## config.mk

```make
export PLATFORM = sky130hd
export DESIGN_NAME = rfpfr_ctrl
export DESIGN_NICKNAME = d
export VERILOG_FILES = /design/src/core/rfpfr_pkg.sv /design/src/core/rfpfr_lfsr.sv /design/src/core/rfpfr_pid_hist.sv /design/src/core/rfpfr_ctrl.sv
export SDC_FILE = /design/constraint.sdc
export NUM_CORES = 2
export LEC_CHECK = 0
export ABC_AREA = 1
export BUFFER_PORTS_ARGS = -buffer_cell sky130_fd_sc_hd__buf_2
export CORE_MARGIN = 1.5
export CORE_UTILIZATION = 40
export DETAILED_ROUTE_END_ITERATION = 8
export GPL_ROUTABILITY_DRIVEN = 0
export SYNTH_ARGS = -nofsm -noshare
export SYNTH_HDL_FRONTEND = slang
export SYNTH_SLANG_ARGS = --single-unit
```

## constraint.sdc

```tcl
create_clock -name pclk -period 11.8 [get_ports pclk]
set_input_delay 0 -clock pclk [delete_from_list [all_inputs] [get_ports pclk]]
set_output_delay 0 -clock pclk [all_outputs]
set_load 0.01 [all_outputs]
```

## src/core/rfpfr_pkg.sv

```systemverilog
package rfpfr_pkg;

  // ****************************************************
  // Register map (byte addresses)
  // ****************************************************
  localparam logic [7:0] OFS_CTRL = 8'h00;
  localparam logic [7:0] OFS_ADDR = 8'h04;
  localparam logic [7:0] OFS_MASK = 8'h08;
  localparam logic [7:0] OFS_NET = 8'h0C;
  localparam logic [7:0] OFS_PKT = 8'h10;
  localparam logic [7:0] OFS_BURST = 8'h14;
  localparam logic [7:0] OFS_TOUT = 8'h18;
  localparam logic [7:0] OFS_CMD = 8'h1C;
  localparam logic [7:0] OFS_STAT = 8'h20;
  localparam logic [7:0] OFS_CNT = 8'h24;

  // ****************************************************
  // Field positions
  // ****************************************************
  localparam int CTRL_MODE_LSB = 0;
  localparam int CTRL_RETRY_LSB = 4;
  localparam int ADDR_SRC_LSB = 0;
  localparam int ADDR_DST_LSB = 16;
  localparam int NET_PRE_LSB = 0;
  localparam int NET_VEN_LSB = 16;
  localparam int PKT_MAX_LSB = 0;
  localparam int PKT_THR_LSB = 16;
  localparam int BURST_TT_LSB = 0;
  localparam int BURST_RN_LSB = 16;

  // ****************************************************
  // Values after reset, broadcast address and relay length limit
  // ****************************************************
  localparam logic [2:0] RST_MODE = 3'h0;
  localparam logic [3:0] RST_RETRY = 4'h0;
  localparam logic [15:0] RST_SRC = 16'hFFFF;
  localparam logic [15:0] RST_DST = 16'h0000;
  localparam logic [15:0] RST_MASK = 16'hFFFF;
  localparam logic [7:0] RST_PRE = 8'h00;
  localparam logic [15:0] RST_VEN = 16'h0000;
  localparam logic [8:0] RST_MAXPK = 9'h100;
  localparam logic [8:0] RST_THR = 9'h100;
  localparam logic [15:0] RST_TT = 16'hFFFF;
  localparam logic [7:0] RST_RN = 8'h00;
  localparam logic [15:0] RST_TOUT = 16'h0100;
  localparam logic [15:0] BCAST_ADDR = 16'hFFFF;
  localparam logic [8:0] RPT_MAX_LEN = 9'h100;

  // ****************************************************
  // Modes, timing and identifier history size
  // ****************************************************
  localparam logic [2:0] MODE_REPEATER = 3'h3;
  localparam logic [2:0] MODE_DEST = 3'h4;
  localparam int CLK_HZ = 125_000_000;
  localparam int SYNC_MS = 35;
  localparam int COLD_MS = 50;
  localparam int SYNC_CYCLES = SYNC_MS * (CLK_HZ / 1000);
  localparam int COLD_CYCLES = COLD_MS * (CLK_HZ / 1000);
  localparam int PID_DEPTH = 8;
  localparam int PID_W = 24;

  typedef enum logic [1:0] {TX_IDLE, TX_WAIT, TX_NEXT} rfpfr_tx_e;

endpackage : rfpfr_pkg

```

## src/core/rfpfr_lfsr.sv

```systemverilog
`timescale 1ns/10ps
`default_nettype none

module rfpfr_lfsr
  import rfpfr_pkg::*;
#(
  parameter int W = 16
)(
  input wire logic pclk,
  input wire logic presetn,
  output logic [W-1:0] value
);

  generate
    if (W != 16)
    begin : g_chk
      $error("rfpfr_lfsr taps are defined for W = 16 only");
    end
  endgenerate

  // Free running so the draw depends on when a back-off begins
  always_ff @(posedge pclk or negedge presetn)
  begin
    if (!presetn)
      value <= 16'hACE1;
    else
      value <= {1'b0, value[W-1:1]} ^ (value[0] ? 16'hB400 : 16'h0000);
  end

endmodule : rfpfr_lfsr

`default_nettype wire

```

## src/core/rfpfr_pid_hist.sv

```systemverilog
`timescale 1ns/10ps
`default_nettype none

module rfpfr_pid_hist
  import rfpfr_pkg::*;
#(
  parameter int DEPTH = PID_DEPTH,
  parameter int W = PID_W
)(
  input wire logic pclk,
  input wire logic presetn,
  input wire logic [W-1:0] lookup_id,
  input wire logic insert,
  output logic hit
);

  logic [W-1:0] id_mem [DEPTH];
  logic [DEPTH-1:0] used;

  generate
    if (DEPTH < 1)
    begin : g_chk
      $error("rfpfr_pid_hist needs at least one entry");
    end
  endgenerate

  always_comb
  begin
    hit = 1'b0;
    for (int i = 0; i < DEPTH; i++)
      if (used[i] && id_mem[i] == lookup_id)
        hit = 1'b1;
  end

  // Newest at index 0; the last entry falls out when full
  always_ff @(posedge pclk or negedge presetn)
  begin
    if (!presetn)
    begin
      used <= '0;
      for (int i = 0; i < DEPTH; i++)
        id_mem[i] <= '0;
    end
    else if (insert)
    begin
      used <= {used[DEPTH-2:0], 1'b1};
      id_mem[0] <= lookup_id;
      for (int i = 1; i < DEPTH; i++)
        id_mem[i] <= id_mem[i-1];
    end
  end

endmodule : rfpfr_pid_hist

`default_nettype wire

```

## src/core/rfpfr_ctrl.sv

```systemverilog
`timescale 1ns/10ps
`default_nettype none

module rfpfr_ctrl
  import rfpfr_pkg::*;
#(
  parameter int SYNC_WAIT = SYNC_CYCLES,
  parameter int COLD_WAIT = COLD_CYCLES
)(
  input wire logic pclk,
  input wire logic presetn,
  input wire logic [7:0] paddr,
  input wire logic psel,
  input wire logic penable,
  input wire logic pwrite,
  input wire logic [31:0] pwdata,
  input wire logic [3:0] pstrb,
  output logic [31:0] prdata,
  output logic pready,
  output logic pslverr,
  input wire logic [15:0] serial_number,
  input wire logic rx_valid,
  input wire logic [7:0] rx_preamble,
  input wire logic [15:0] rx_vendor,
  input wire logic [15:0] rx_dest,
  input wire logic [15:0] rx_src,
  input wire logic [7:0] rx_serial,
  input wire logic [8:0] rx_len,
  input wire logic [15:0] rx_air_cycles,
  input wire logic rx_event_end,
  output logic rx_deliver,
  output logic rx_drop,
  input wire logic [15:0] tx_buf_count,
  input wire logic tx_done,
  input wire logic [15:0] tx_air_cycles,
  output logic tx_start,
  output logic [8:0] tx_len,
  output logic tx_with_init,
  output logic tx_repeat,
  output logic tx_global,
  output logic [15:0] tx_orig_src,
  output logic [7:0] tx_serial,
  output logic [3:0] tx_retry_count,
  output logic link_synced
);

  generate
    if (SYNC_WAIT < 1 || COLD_WAIT < SYNC_WAIT)
    begin : g_chk
      $error("rfpfr_ctrl needs 1 <= SYNC_WAIT <= COLD_WAIT");
    end
  endgenerate

  // ****************************************************
  // Configuration registers
  // ****************************************************
  logic [2:0] rf_mode_select;
  logic [3:0] retry_count;
  logic [15:0] source_addr, dest_addr, addr_mask, network_vendor_code;
  logic [7:0] preamble_code, backoff_slot_count;
  logic [8:0] max_packet_size, packetize_byte_threshold;
  logic [15:0] burst_byte_limit, packetize_timeout;
  logic [15:0] deliver_cnt, drop_cnt;
  logic auto_source_addr_cmd;
  logic wr_en, rd_en, addr_ok;
  logic [31:0] wmask, rd_mux, wr_word;
  logic is_rptr, streaming;
  logic load_hold, holdoff_active, tx_busy;

  assign is_rptr = (rf_mode_select == MODE_REPEATER) || (rf_mode_select == MODE_DEST);
  assign streaming = !is_rptr;
  // Writes land only at the edge that completes the transfer
  assign wr_en = psel && penable && pwrite && pready && addr_ok;
  assign rd_en = psel && penable && !pwrite && !pready;
  assign auto_source_addr_cmd = wr_en && paddr == OFS_CMD && pstrb[0] && pwdata[0];
  assign wmask = {{8{pstrb[3]}}, {8{pstrb[2]}}, {8{pstrb[1]}}, {8{pstrb[0]}}};

  always_comb
  begin
    addr_ok = 1'b1;
    rd_mux = 32'h0000_0000;
    case (paddr)
      OFS_CTRL: rd_mux = {24'h0, retry_count, 1'b0, rf_mode_select};
      OFS_ADDR: rd_mux = {dest_addr, source_addr};
      OFS_MASK: rd_mux = {16'h0, addr_mask};
      OFS_NET: rd_mux = {network_vendor_code, 8'h0, preamble_code};
      OFS_PKT: rd_mux = {7'h0, packetize_byte_threshold, 7'h0, max_packet_size};
      OFS_BURST: rd_mux = {8'h0, backoff_slot_count, burst_byte_limit};
      OFS_TOUT: rd_mux = {16'h0, packetize_timeout};
      OFS_CMD: rd_mux = 32'h0000_0000;
      OFS_STAT: rd_mux = {28'h0, 1'b0, link_synced, tx_busy, holdoff_active};
      OFS_CNT: rd_mux = {drop_cnt, deliver_cnt};
      default: addr_ok = 1'b0;
    endcase
  end

  // One wait state: pready rises in the second access cycle
  always_ff @(posedge pclk or negedge presetn)
  begin
    if (!presetn)
    begin
      pready <= 1'b0;
      pslverr <= 1'b0;
      prdata <= 32'h0000_0000;
    end
    else
    begin
      pready <= psel && penable && !pready;
      pslverr <= psel && penable && !pready && !addr_ok;
      if (rd_en)
        prdata <= addr_ok ? rd_mux : 32'h0000_0000;
    end
  end

  function automatic logic [31:0] merge(input logic [31:0] old, input logic [31:0] nw, input logic [31:0] m);
    merge = (old & ~m) | (nw & m);
  endfunction : merge

  assign wr_word = merge(rd_mux, pwdata, wmask);

  always_ff @(posedge pclk or negedge presetn)
  begin
    if (!presetn)
    begin
      rf_mode_select <= RST_MODE;
      retry_count <= RST_RETRY;
      source_addr <= RST_SRC;
      dest_addr <= RST_DST;
      addr_mask <= RST_MASK;
      preamble_code <= RST_PRE;
      network_vendor_code <= RST_VEN;
      max_packet_size <= RST_MAXPK;
      packetize_byte_threshold <= RST_THR;
      burst_byte_limit <= RST_TT;
      backoff_slot_count <= RST_RN;
      packetize_timeout <= RST_TOUT;
    end
    else if (auto_source_addr_cmd)
      source_addr <= serial_number;
    else if (wr_en)
    begin
      case (paddr)
        OFS_CTRL:
        begin
          rf_mode_select <= wr_word[CTRL_MODE_LSB +: 3];
          retry_count <= wr_word[CTRL_RETRY_LSB +: 4];
        end
        OFS_ADDR:
        begin
          source_addr <= wr_word[ADDR_SRC_LSB +: 16];
          dest_addr <= wr_word[ADDR_DST_LSB +: 16];
        end
        OFS_MASK: addr_mask <= wr_word[15:0];
        OFS_NET:
        begin
          preamble_code <= wr_word[NET_PRE_LSB +: 8];
          network_vendor_code <= wr_word[NET_VEN_LSB +: 16];
        end
        OFS_PKT:
        begin
          max_packet_size <= wr_word[PKT_MAX_LSB +: 9];
          packetize_byte_threshold <= wr_word[PKT_THR_LSB +: 9];
        end
        OFS_BURST:
        begin
          burst_byte_limit <= wr_word[BURST_TT_LSB +: 16];
          backoff_slot_count <= wr_word[BURST_RN_LSB +: 8];
        end
        OFS_TOUT: packetize_timeout <= wr_word[15:0];
        default: ;
      endcase
    end
  end

  // ****************************************************
  // Start-up timing
  // ****************************************************
  logic [31:0] up_cnt;
  logic tx_allowed;

  always_ff @(posedge pclk or negedge presetn)
  begin
    if (!presetn)
    begin
      up_cnt <= 32'h0000_0000;
      link_synced <= 1'b0;
      tx_allowed <= 1'b0;
    end
    else
    begin
      if (!tx_allowed)
        up_cnt <= up_cnt + 32'h0000_0001;
      link_synced <= link_synced || (up_cnt >= 32'(SYNC_WAIT - 1));
      tx_allowed <= tx_allowed || (up_cnt >= 32'(COLD_WAIT - 1));
    end
  end

  // ****************************************************
  // Back-off slot timer
  // ****************************************************
  logic [15:0] rnd, slot_len, slot_cyc;
  logic [8:0] hold_slots, load_slots;
  logic [7:0] rnd_mod;

  rfpfr_lfsr #(.W(16)) u_lfsr (
    .pclk(pclk),
    .presetn(presetn),
    .value(rnd)
  );

  // Modulo by the slot setting keeps the draw uniform enough for 8 bits
  assign rnd_mod = (backoff_slot_count == 8'h00) ? 8'h00 : rnd[7:0] % backoff_slot_count;
  assign holdoff_active = hold_slots != 9'h000;

  always_ff @(posedge pclk or negedge presetn)
  begin
    if (!presetn)
    begin
      hold_slots <= 9'h000;
      slot_cyc <= 16'h0000;
    end
    else if (load_hold && load_slots > hold_slots)
    begin
      hold_slots <= load_slots;
      slot_cyc <= slot_len;
    end
    else if (holdoff_active)
    begin
      if (slot_cyc <= 16'h0001)
      begin
        hold_slots <= hold_slots - 9'h001;
        slot_cyc <= slot_len;
      end
      else
        slot_cyc <= slot_cyc - 16'h0001;
    end
  end

  // ****************************************************
  // Receive filter and identifier history
  // ****************************************************
  logic net_ok, bcast, local_hit, global_hit, addr_hit, dup, own_pkt;
  logic [PID_W-1:0] rx_pid;
  logic rpt_pend;
  logic [8:0] rpt_len;
  logic [15:0] rpt_src;
  logic [7:0] rpt_serial;

  assign net_ok = rx_preamble == preamble_code && rx_vendor == network_vendor_code;
  assign bcast = rx_dest == BCAST_ADDR;
  assign local_hit = rx_dest == source_addr;
  assign global_hit = bcast || (addr_mask != 16'hFFFF && (rx_dest | addr_mask) == (source_addr | addr_mask));
  assign addr_hit = local_hit || global_hit;
  assign rx_pid = {rx_src, rx_serial};
  assign own_pkt = rx_src == source_addr;

  rfpfr_pid_hist #(.DEPTH(PID_DEPTH), .W(PID_W)) u_hist (
    .pclk(pclk),
    .presetn(presetn),
    .lookup_id(rx_pid),
    .insert(rx_valid && net_ok && is_rptr && !dup),
    .hit(dup)
  );

  always_ff @(posedge pclk or negedge presetn)
  begin
    if (!presetn)
    begin
      rx_deliver <= 1'b0;
      rx_drop <= 1'b0;
      deliver_cnt <= 16'h0000;
      drop_cnt <= 16'h0000;
    end
    else
    begin
      // Streaming receivers never acknowledge, so nothing else answers a packet
      rx_deliver <= rx_valid && net_ok && addr_hit && !(is_rptr && dup);
      rx_drop <= rx_valid && !(net_ok && addr_hit && !(is_rptr && dup));
      if (rx_valid && net_ok && addr_hit && !(is_rptr && dup))
        deliver_cnt <= deliver_cnt + 16'h0001;
      else if (rx_valid)
        drop_cnt <= drop_cnt + 16'h0001;
    end
  end

  // One packet in flight at a time, so one pending relay is enough
  always_ff @(posedge pclk or negedge presetn)
  begin
    if (!presetn)
    begin
      rpt_pend <= 1'b0;
      rpt_len <= 9'h000;
      rpt_src <= 16'h0000;
      rpt_serial <= 8'h00;
    end
    else if (rf_mode_select == MODE_REPEATER && rx_valid && net_ok && !dup && !own_pkt
      && rx_len <= RPT_MAX_LEN)
    begin
      rpt_pend <= 1'b1;
      rpt_len <= rx_len;
      rpt_src <= rx_src;
      rpt_serial <= rx_serial;
    end
    else if (tx_start && tx_repeat)
      rpt_pend <= 1'b0;
  end

  // ****************************************************
  // Transmit event sequencer
  // ****************************************************
  rfpfr_tx_e tx_state;
  logic [15:0] burst_bytes, idle_cyc, last_count;
  logic [7:0] my_serial;
  logic first_ok, take_host, take_rpt;
  logic [8:0] next_len;

  assign tx_busy = tx_state != TX_IDLE;
  assign first_ok = tx_buf_count >= {7'h0, packetize_byte_threshold}
    || (tx_buf_count != 16'h0000 && idle_cyc >= packetize_timeout);
  // A hold-off still being loaded counts as active, so no start slips in ahead of it
  assign take_rpt = tx_state == TX_IDLE && tx_allowed && !holdoff_active && !load_hold && rpt_pend;
  assign take_host = tx_allowed && tx_buf_count != 16'h0000 && !take_rpt
    && ((tx_state == TX_IDLE && !holdoff_active && !load_hold && first_ok) || tx_state == TX_NEXT);
  assign next_len = (tx_buf_count > {7'h0, max_packet_size}) ? max_packet_size : tx_buf_count[8:0];

  // Timeout runs while the host buffer holds data without changing and no transmit event is busy
  always_ff @(posedge pclk or negedge presetn)
  begin
    if (!presetn)
    begin
      idle_cyc <= 16'h0000;
      last_count <= 16'h0000;
    end
    else
    begin
      last_count <= tx_buf_count;
      if (tx_buf_count != last_count || tx_buf_count == 16'h0000 || tx_busy)
        idle_cyc <= 16'h0000;
      else if (idle_cyc != 16'hFFFF)
        idle_cyc <= idle_cyc + 16'h0001;
    end
  end

  always_ff @(posedge pclk or negedge presetn)
  begin
    if (!presetn)
    begin
      tx_state <= TX_IDLE;
      tx_start <= 1'b0;
      tx_len <= 9'h000;
      tx_with_init <= 1'b0;
      tx_repeat <= 1'b0;
      tx_global <= 1'b0;
      tx_orig_src <= 16'h0000;
      tx_serial <= 8'h00;
      tx_retry_count <= 4'h0;
      burst_bytes <= 16'h0000;
      my_serial <= 8'h00;
      load_hold <= 1'b0;
      load_slots <= 9'h000;
      slot_len <= 16'h0001;
    end
    else
    begin
      tx_start <= 1'b0;
      load_hold <= 1'b0;
      tx_retry_count <= streaming ? 4'h0 : retry_count;
      if (rx_valid)
        slot_len <= (rx_air_cycles == 16'h0000) ? 16'h0001 : rx_air_cycles;
      if (rx_event_end && backoff_slot_count != 8'h00)
      begin
        load_hold <= 1'b1;
        load_slots <= (rf_mode_select == MODE_DEST) ? {1'b0, backoff_slot_count} + 9'h001
          : {1'b0, rnd_mod};
      end
      case (tx_state)
        TX_IDLE:
        begin
          burst_bytes <= 16'h0000;
          if (take_rpt)
          begin
            tx_start <= 1'b1;
            tx_len <= rpt_len;
            tx_with_init <= 1'b1;
            tx_repeat <= 1'b1;
            tx_orig_src <= rpt_src;
            tx_serial <= rpt_serial;
            tx_global <= 1'b1;
            tx_state <= TX_WAIT;
          end
          else if (take_host)
          begin
            tx_start <= 1'b1;
            tx_len <= is_rptr && next_len > RPT_MAX_LEN ? RPT_MAX_LEN : next_len;
            tx_with_init <= 1'b1;
            tx_repeat <= 1'b0;
            tx_orig_src <= source_addr;
            tx_serial <= my_serial;
            my_serial <= my_serial + 8'h01;
            tx_global <= dest_addr == BCAST_ADDR || (dest_addr & addr_mask) != dest_addr;
            tx_state <= TX_WAIT;
          end
        end
        TX_NEXT:
        begin
          // A relay is a single packet; host data waits for an event of its own
          if (take_host && !tx_repeat)
          begin
            tx_start <= 1'b1;
            tx_len <= next_len;
            tx_with_init <= 1'b0;
            tx_serial <= my_serial;
            my_serial <= my_serial + 8'h01;
            tx_state <= TX_WAIT;
          end
          else
          begin
            tx_state <= TX_IDLE;
            if (backoff_slot_count != 8'h00)
            begin
              load_hold <= 1'b1;
              load_slots <= {1'b0, backoff_slot_count};
            end
          end
        end
        TX_WAIT:
        begin
          if (tx_done)
          begin
            slot_len <= (tx_air_cycles == 16'h0000) ? 16'h0001 : tx_air_cycles;
            burst_bytes <= burst_bytes + {7'h0, tx_len};
            if (tx_repeat || rf_mode_select == MODE_DEST)
              tx_state <= TX_NEXT;
            else if (burst_bytes + {7'h0, tx_len} >= burst_byte_limit)
            begin
              tx_state <= TX_IDLE;
              load_hold <= 1'b1;
              load_slots <= {1'b0, rnd_mod} + 9'h001;
            end
            else
              tx_state <= TX_NEXT;
          end
        end
        default: tx_state <= TX_IDLE;
      endcase
    end
  end

endmodule : rfpfr_ctrl

`default_nettype wire

```

* Word level (Yosys, flattened, before mapping)
Index checks and enable logic that the tools add are counted.
** Storage, ports and cells
- Register bits :: 639
- Output and inout bits :: 78
- Input bits :: 189
- Word-level logic and storage cells :: 314
** Cells by class
- Muxes and demuxes :: 84
- Divide/modulo/power cells :: 1
- Add/sub/neg operators :: 10
- Equality and inequality tests :: 37
- $lt $le $gt $ge :: 10
- Bitwise logic cells :: 10
- Reduce and logical (&&, ||, !) cells :: 108
** Operators with widths (number)
- $pmux 32 s9 :: 1
- $mux 16 :: 17
- $eq 24x24->1 :: 8
- $mux 9 :: 15
- $and 32x32->32 :: 2
- $eq 16x16->1 :: 4
- $ge 32x23->1 const B :: 2
- $mux 8 :: 7
- $logic_and 1x1->1 :: 51
- $add 16x1->16 const B :: 3
- $logic_not 16->1 :: 3
- $pmux 9 s2 :: 2
- $add 32x1->32 const B :: 1
- $eq 16x16->1 const B :: 2
- $eq 8x5->1 const B :: 4
- $ge 16x16->1 :: 2
- $mux 32 :: 1
- $ne 16x16->1 :: 2
- $ne 16x16->1 const B :: 2
- $not 32->32 :: 1
- $or 16x16->16 :: 2
- $or 32x32->32 :: 1
- $pmux 16 s2 :: 1
- $pmux 8 s2 :: 2
- 43 further kinds :: 124

* Longest topological paths before layout
- Word-level depth :: 15
- Mapped depth :: 79

* Modules after synthesis
A second synthesis with hierarchy kept.
** Second synthesis, totals
- Cell total of the unflattened synthesis :: 4763
- Area total of the unflattened synthesis :: 36515.0 um^2
** Modules (own cells, without submodules)
- rfpfr_ctrl :: area each 25719.7 um^2, seq. area each 10650.2 um^2, times used 1, cells each 3330
- rfpfr_pid_hist :: area each 10336.2 um^2, seq. area each 5004.8 um^2, times used 1, cells each 1404
- rfpfr_lfsr :: area each 459.2 um^2, seq. area each 410.4 um^2, times used 1, cells each 29

* Least setup slack after synthesis
OpenSTA, ideal clock, no wires.
- Kind :: reg-to-reg
- Start :: register backoff_slot_count[0]
- End :: register load_slots[7]
- Period minus slack after synthesis :: 9522 ps
- Arrival time :: 9400 ps
- Cell stages (with the launch flop) :: 75
- Data required time :: 11679 ps
- Path slack :: 2278 ps
- Cells stage by stage :: dfrtp_1 > inv_1 > ha_1 > o211ai_1 > a21oi_1 > ha_1 > inv_1 > o21bai_1 > nand2_1 > nand2_1 > o21ai_2 > ha_1 > a21oi_1 > nand2_1 > nand2_1 > nand2_1 > nand2_1 > o21ai_1 > [39 not listed] > nor4_1 > nand2_1 > nand3_2 > o21ai_0 > nor2_1 > inv_1 > nor2_1 > nand2_1 > nor2_1 > inv_1 > nor2_1 > nand2_1 > nor2_1 > nand2_1 > nand3_1 > nand2_1 > nand2_1 > nand2_1
** Between the ends
- Longest elaborated chain between the ends :: 8
- Elaborated cells between the ends (all ways) :: 15
- Those cells by class :: add/sub (2); div (1); mux (9); reduce/logical (3)
** Ends and longest elaborated chain
- start: declaration :: RTL line rfpfr_ctrl.sv:60 : logic [7:0] preamble_code, backoff_slot_count;
- start signal: assignment :: RTL line rfpfr_ctrl.sv:167 : backoff_slot_count <= wr_word[BURST_RN_LSB +: 8];
- parallel branches: the longest is 7 deep, another holds $add 8x1->9
- $pmux 9 s2 (*) :: RTL line rfpfr_ctrl.sv:376 : case (tx_state)
- end signal: assignment :: RTL line rfpfr_ctrl.sv:373 : load_slots <= (rf_mode_select == MODE_DEST) ? {1'b0, backoff_slot_count} + 9'h001
- end signal: assignment :: RTL line rfpfr_ctrl.sv:422 : load_slots <= {1'b0, backoff_slot_count};
- end signal: assignment :: RTL line rfpfr_ctrl.sv:438 : load_slots <= {1'b0, rnd_mod} + 9'h001;
- end: declaration :: RTL line rfpfr_ctrl.sv:202 : logic [8:0] hold_slots, load_slots;
Mark *: on every way between the ends.
A chain may end at the register's enable or synchronous reset.

* Worst setup path in the final report
Same ends and word-level chain as after synthesis.

==> results.ini <==
[status]
run_status=finished with violations
violations=hold timing

[yosys]
synthDistinctLibCells=70
avgSynthCellArea_um2=7.79
synth.most_common_cell=nand2_1
yosys_most_used_dff=dfrtp_1
synth_top_family_by_area=simple AND/OR/NAND/NOR gates
synth.top_cell.area_share_pct=40.1
ys_warn_count=0
synth_compound_area_share_pct=12.7
synth_fp_nets=4949
synth_top_cell_by_area=dfrtp_1
synth_seq_area_share_pct=44.5
ys_ff_latch=639
yosys.area_share.adder_pct=4.30
synth_top_cells_by_area=dfrtp_1 (40%), nand2_1 (14%), o21ai_0 (6.6%)
synth_edf_count=0
async_flop_share_pct=100
synth-simple-area-share_pct=22.7
muxShareOfSynthArea_pct=2.21
synth_xor_area_share_pct=4.90
synth_area_um2=36100
syn_inst=4637
yosys-top-cells-count=nand2_1 (1329), inv_1 (611), dfrtp_1 (579)

[cts]
clk_latency_ps=640
cts_root_buf=clkbuf_16
cts.sinks=639
path_clk_slew_ps=60
htree_levels=3
cts_max_path_buffers=3
cts_tree=built
cts_buffers=76

[timing]
relSlewSlack_pct=20.7
setup_viol=0
worst_slew_pin_slew_ps=1180
fmax_mhz=92.8
timing.hold.ws_ps=-3.50
hold_violations=5
clock_skew_ps=31.3
setup_ws_ps=1030
period_share_pct=91.3
maxSlewViolCount=0
fin_crit_ps=10770

[cells_and_area]
layout.nets=5315
multi_input_area_um2=17000
seq_area_um2=16100
layout-drive-gt1-share_pct=13.0
fill_cells=8914
reg_top3=u_hist.id_mem (192), prdata (32), up_cnt (32)
largest_reg_flops=192
final_area_um2=42600
syn_to_final_growth_pct=18.0
largest_register=u_hist.id_mem

[setup_path]
crit_type=reg -> reg
worstPathRequired_ps=12320
max_stage_delay_ps=420
cp_max_fo=9
crit_top_cell=nand2_1
endpoint_kind=register
crit_slowest_cell=dfrtp_2
crit_arrival_ps=11290
cp-start-kind=register

[placed_design]
placed_area_um2=38400
dpl_worst_slack_ps=597
dp.final_hpwl_um=89500
numPortBuffers=266

[route]
wirelength_um=120000
first_pass_iters=6
drcViolationCount=0
vias_per_cell=5.22
antenna_left=0
drt_iter0_markers=3158
post_drt_wl_per_cell_um=19.2
vias=32600

[job]
max-cap-violations=0

[floorplan]
std_cell_rows=110
initial_core_util_pct=40.3
die_x_um=304
die_area_um2=92100
io_pins=267
core_region_area_um2=89700
die_h_um=304

[global_route]
grt_util_all_layers_pct=26.1
grt-ovfl-total=0
grt_pass1_wl_um=185000
grt_max_degree=115
antenna_found_initial=2
grt_pass1_vias=31300

[worst_hold_path]
hp-class=in -> async

[power]
peakVddDrop_mv=0.0995
p_per_area_nw_per_um2=145
leakagePower_nw=21.2

==> worst max-delay path, delay by kind of cell, from the launching register on <==
family	cells	cell delay, ps
flip-flops	1	420
AO/OA/AOI/OAI	15	2010
XOR/XNOR	1	160
buffers and inverters	9	780
adder cells (fa/ha/maj)	8	2570
AND/OR/NAND/NOR	42	4740
==> power by group <==
group	total [mW]	internal, mW	switching [mW]	leakage [nW]
Sequential	2.49	2.35	0.133	8.04
Clock	2.50	1.49	1.01	1.31
Combinational	1.20	0.428	0.773	11.8
Total	6.19	4.27	1.92	21.2
==> cell usage in the layout (no fill, tap or decap), drive strengths merged, types with 11 or more instances in the layout <==
| cell | n |
|---|---|
| or2 | 14 |
| dfstp | 60 |
| nand3 | 129 |
| clkbuf | 116 |
| xnor2 | 80 |
| dlygate4sd3 | 141 |
| a21oi | 149 |
| o22ai | 55 |
| o211ai | 20 |
| clkinv | 21 |
| o221ai | 20 |
| nor2 | 316 |
| inv | 630 |
| nand2 | 1337 |
| buf | 300 |
| nand4 | 75 |
| o21ai | 490 |
| dfrtp | 579 |
| xor2 | 122 |
| a221oi | 14 |
| o31ai | 11 |
| a31oi | 30 |
| nor3 | 69 |
| nor4 | 30 |
| mux2 | 71 |
| ha | 121 |
==> cells by family (layout without fill, tap and decap cells) <==
family,count (synthesis),after routing
AOI/OAI and AO/OA,829,829
xor gates and xnor gates,202,202
adders and majority gates,123,123
buffers and inverters,793,1222
DFF,639,639
muxes,71,71
other,0,1
and+or+nand+nor,1980,1980
==> metrics by stage <==
step / util, % / power (mW) / instances / hold slack [ps] / setup TNS (ps)
2_1_floorplan: - / 3.24 / 4637 / -296 / 0
3_3_place_gp: 42.8 / 3.64 / 5954 / 114 / 0
3_5_place_dp: 42.8 / 3.65 / 5954 / 103 / 0
4_1_cts: 47.4 / 6.23 / 6236 / 2.89 / 0
5_1_grt: 47.5 / 6.51 / 6243 / 35.4 / -115
6_report: 47.5 / 6.19 / 6243 / -3.50 / 0
==> layer usage <==
metal | routed length [µm] | vias to the layer above | global-route usage [%]
met4 | 4000 | 0 | 9.06
met3 | 7990 | 221 | 4.02
met1 | 54000 | 15600 | 37.1
met2 | 53800 | 1069 | 40.4
met5 | 0 | - | 0
li1 | - | 15700 | -
==> path summary, 6_finish.rpt <==
path | end | from | slack (ps) | cells past startpoint
setup reg to reg | load_slots[7] | backoff_slot_count[0] | 1030 | 75
hold / removal | u_lfsr.value[2] | presetn | -4 | 2
min in group pclk | last_count[12] | tx_buf_count[12] | 30 | 2
setup / recovery | load_slots[7] | backoff_slot_count[0] | 1030 | 75
hold reg to reg | u_lfsr.value[11] | u_lfsr.value[12] | 320 | 0
max in group asynchronous | deliver_cnt[11] | presetn | 9610 | 4
==> cell type report <==
class                      count  share of cell area [%]
timing repair buffer         441                    7.06
multi-input combinational   3205                    39.8
inverter                     640                    5.69
tap                         1176                    3.45
clock buffer                 116                    5.41
clock inverter                25                   0.854
sequential                   639                    37.7
antenna                        1                 0.00587
==> timing repair <==
item / in CTS / in global routing
gates resized for setup: 0 / 21
hold buffers: 141 / 0
endpoints found under the setup margin: 0 / 9
setup buffers: 0 / 6
endpoints found under the hold margin: 311 / 0
Power figures use the tool's default switching activity.
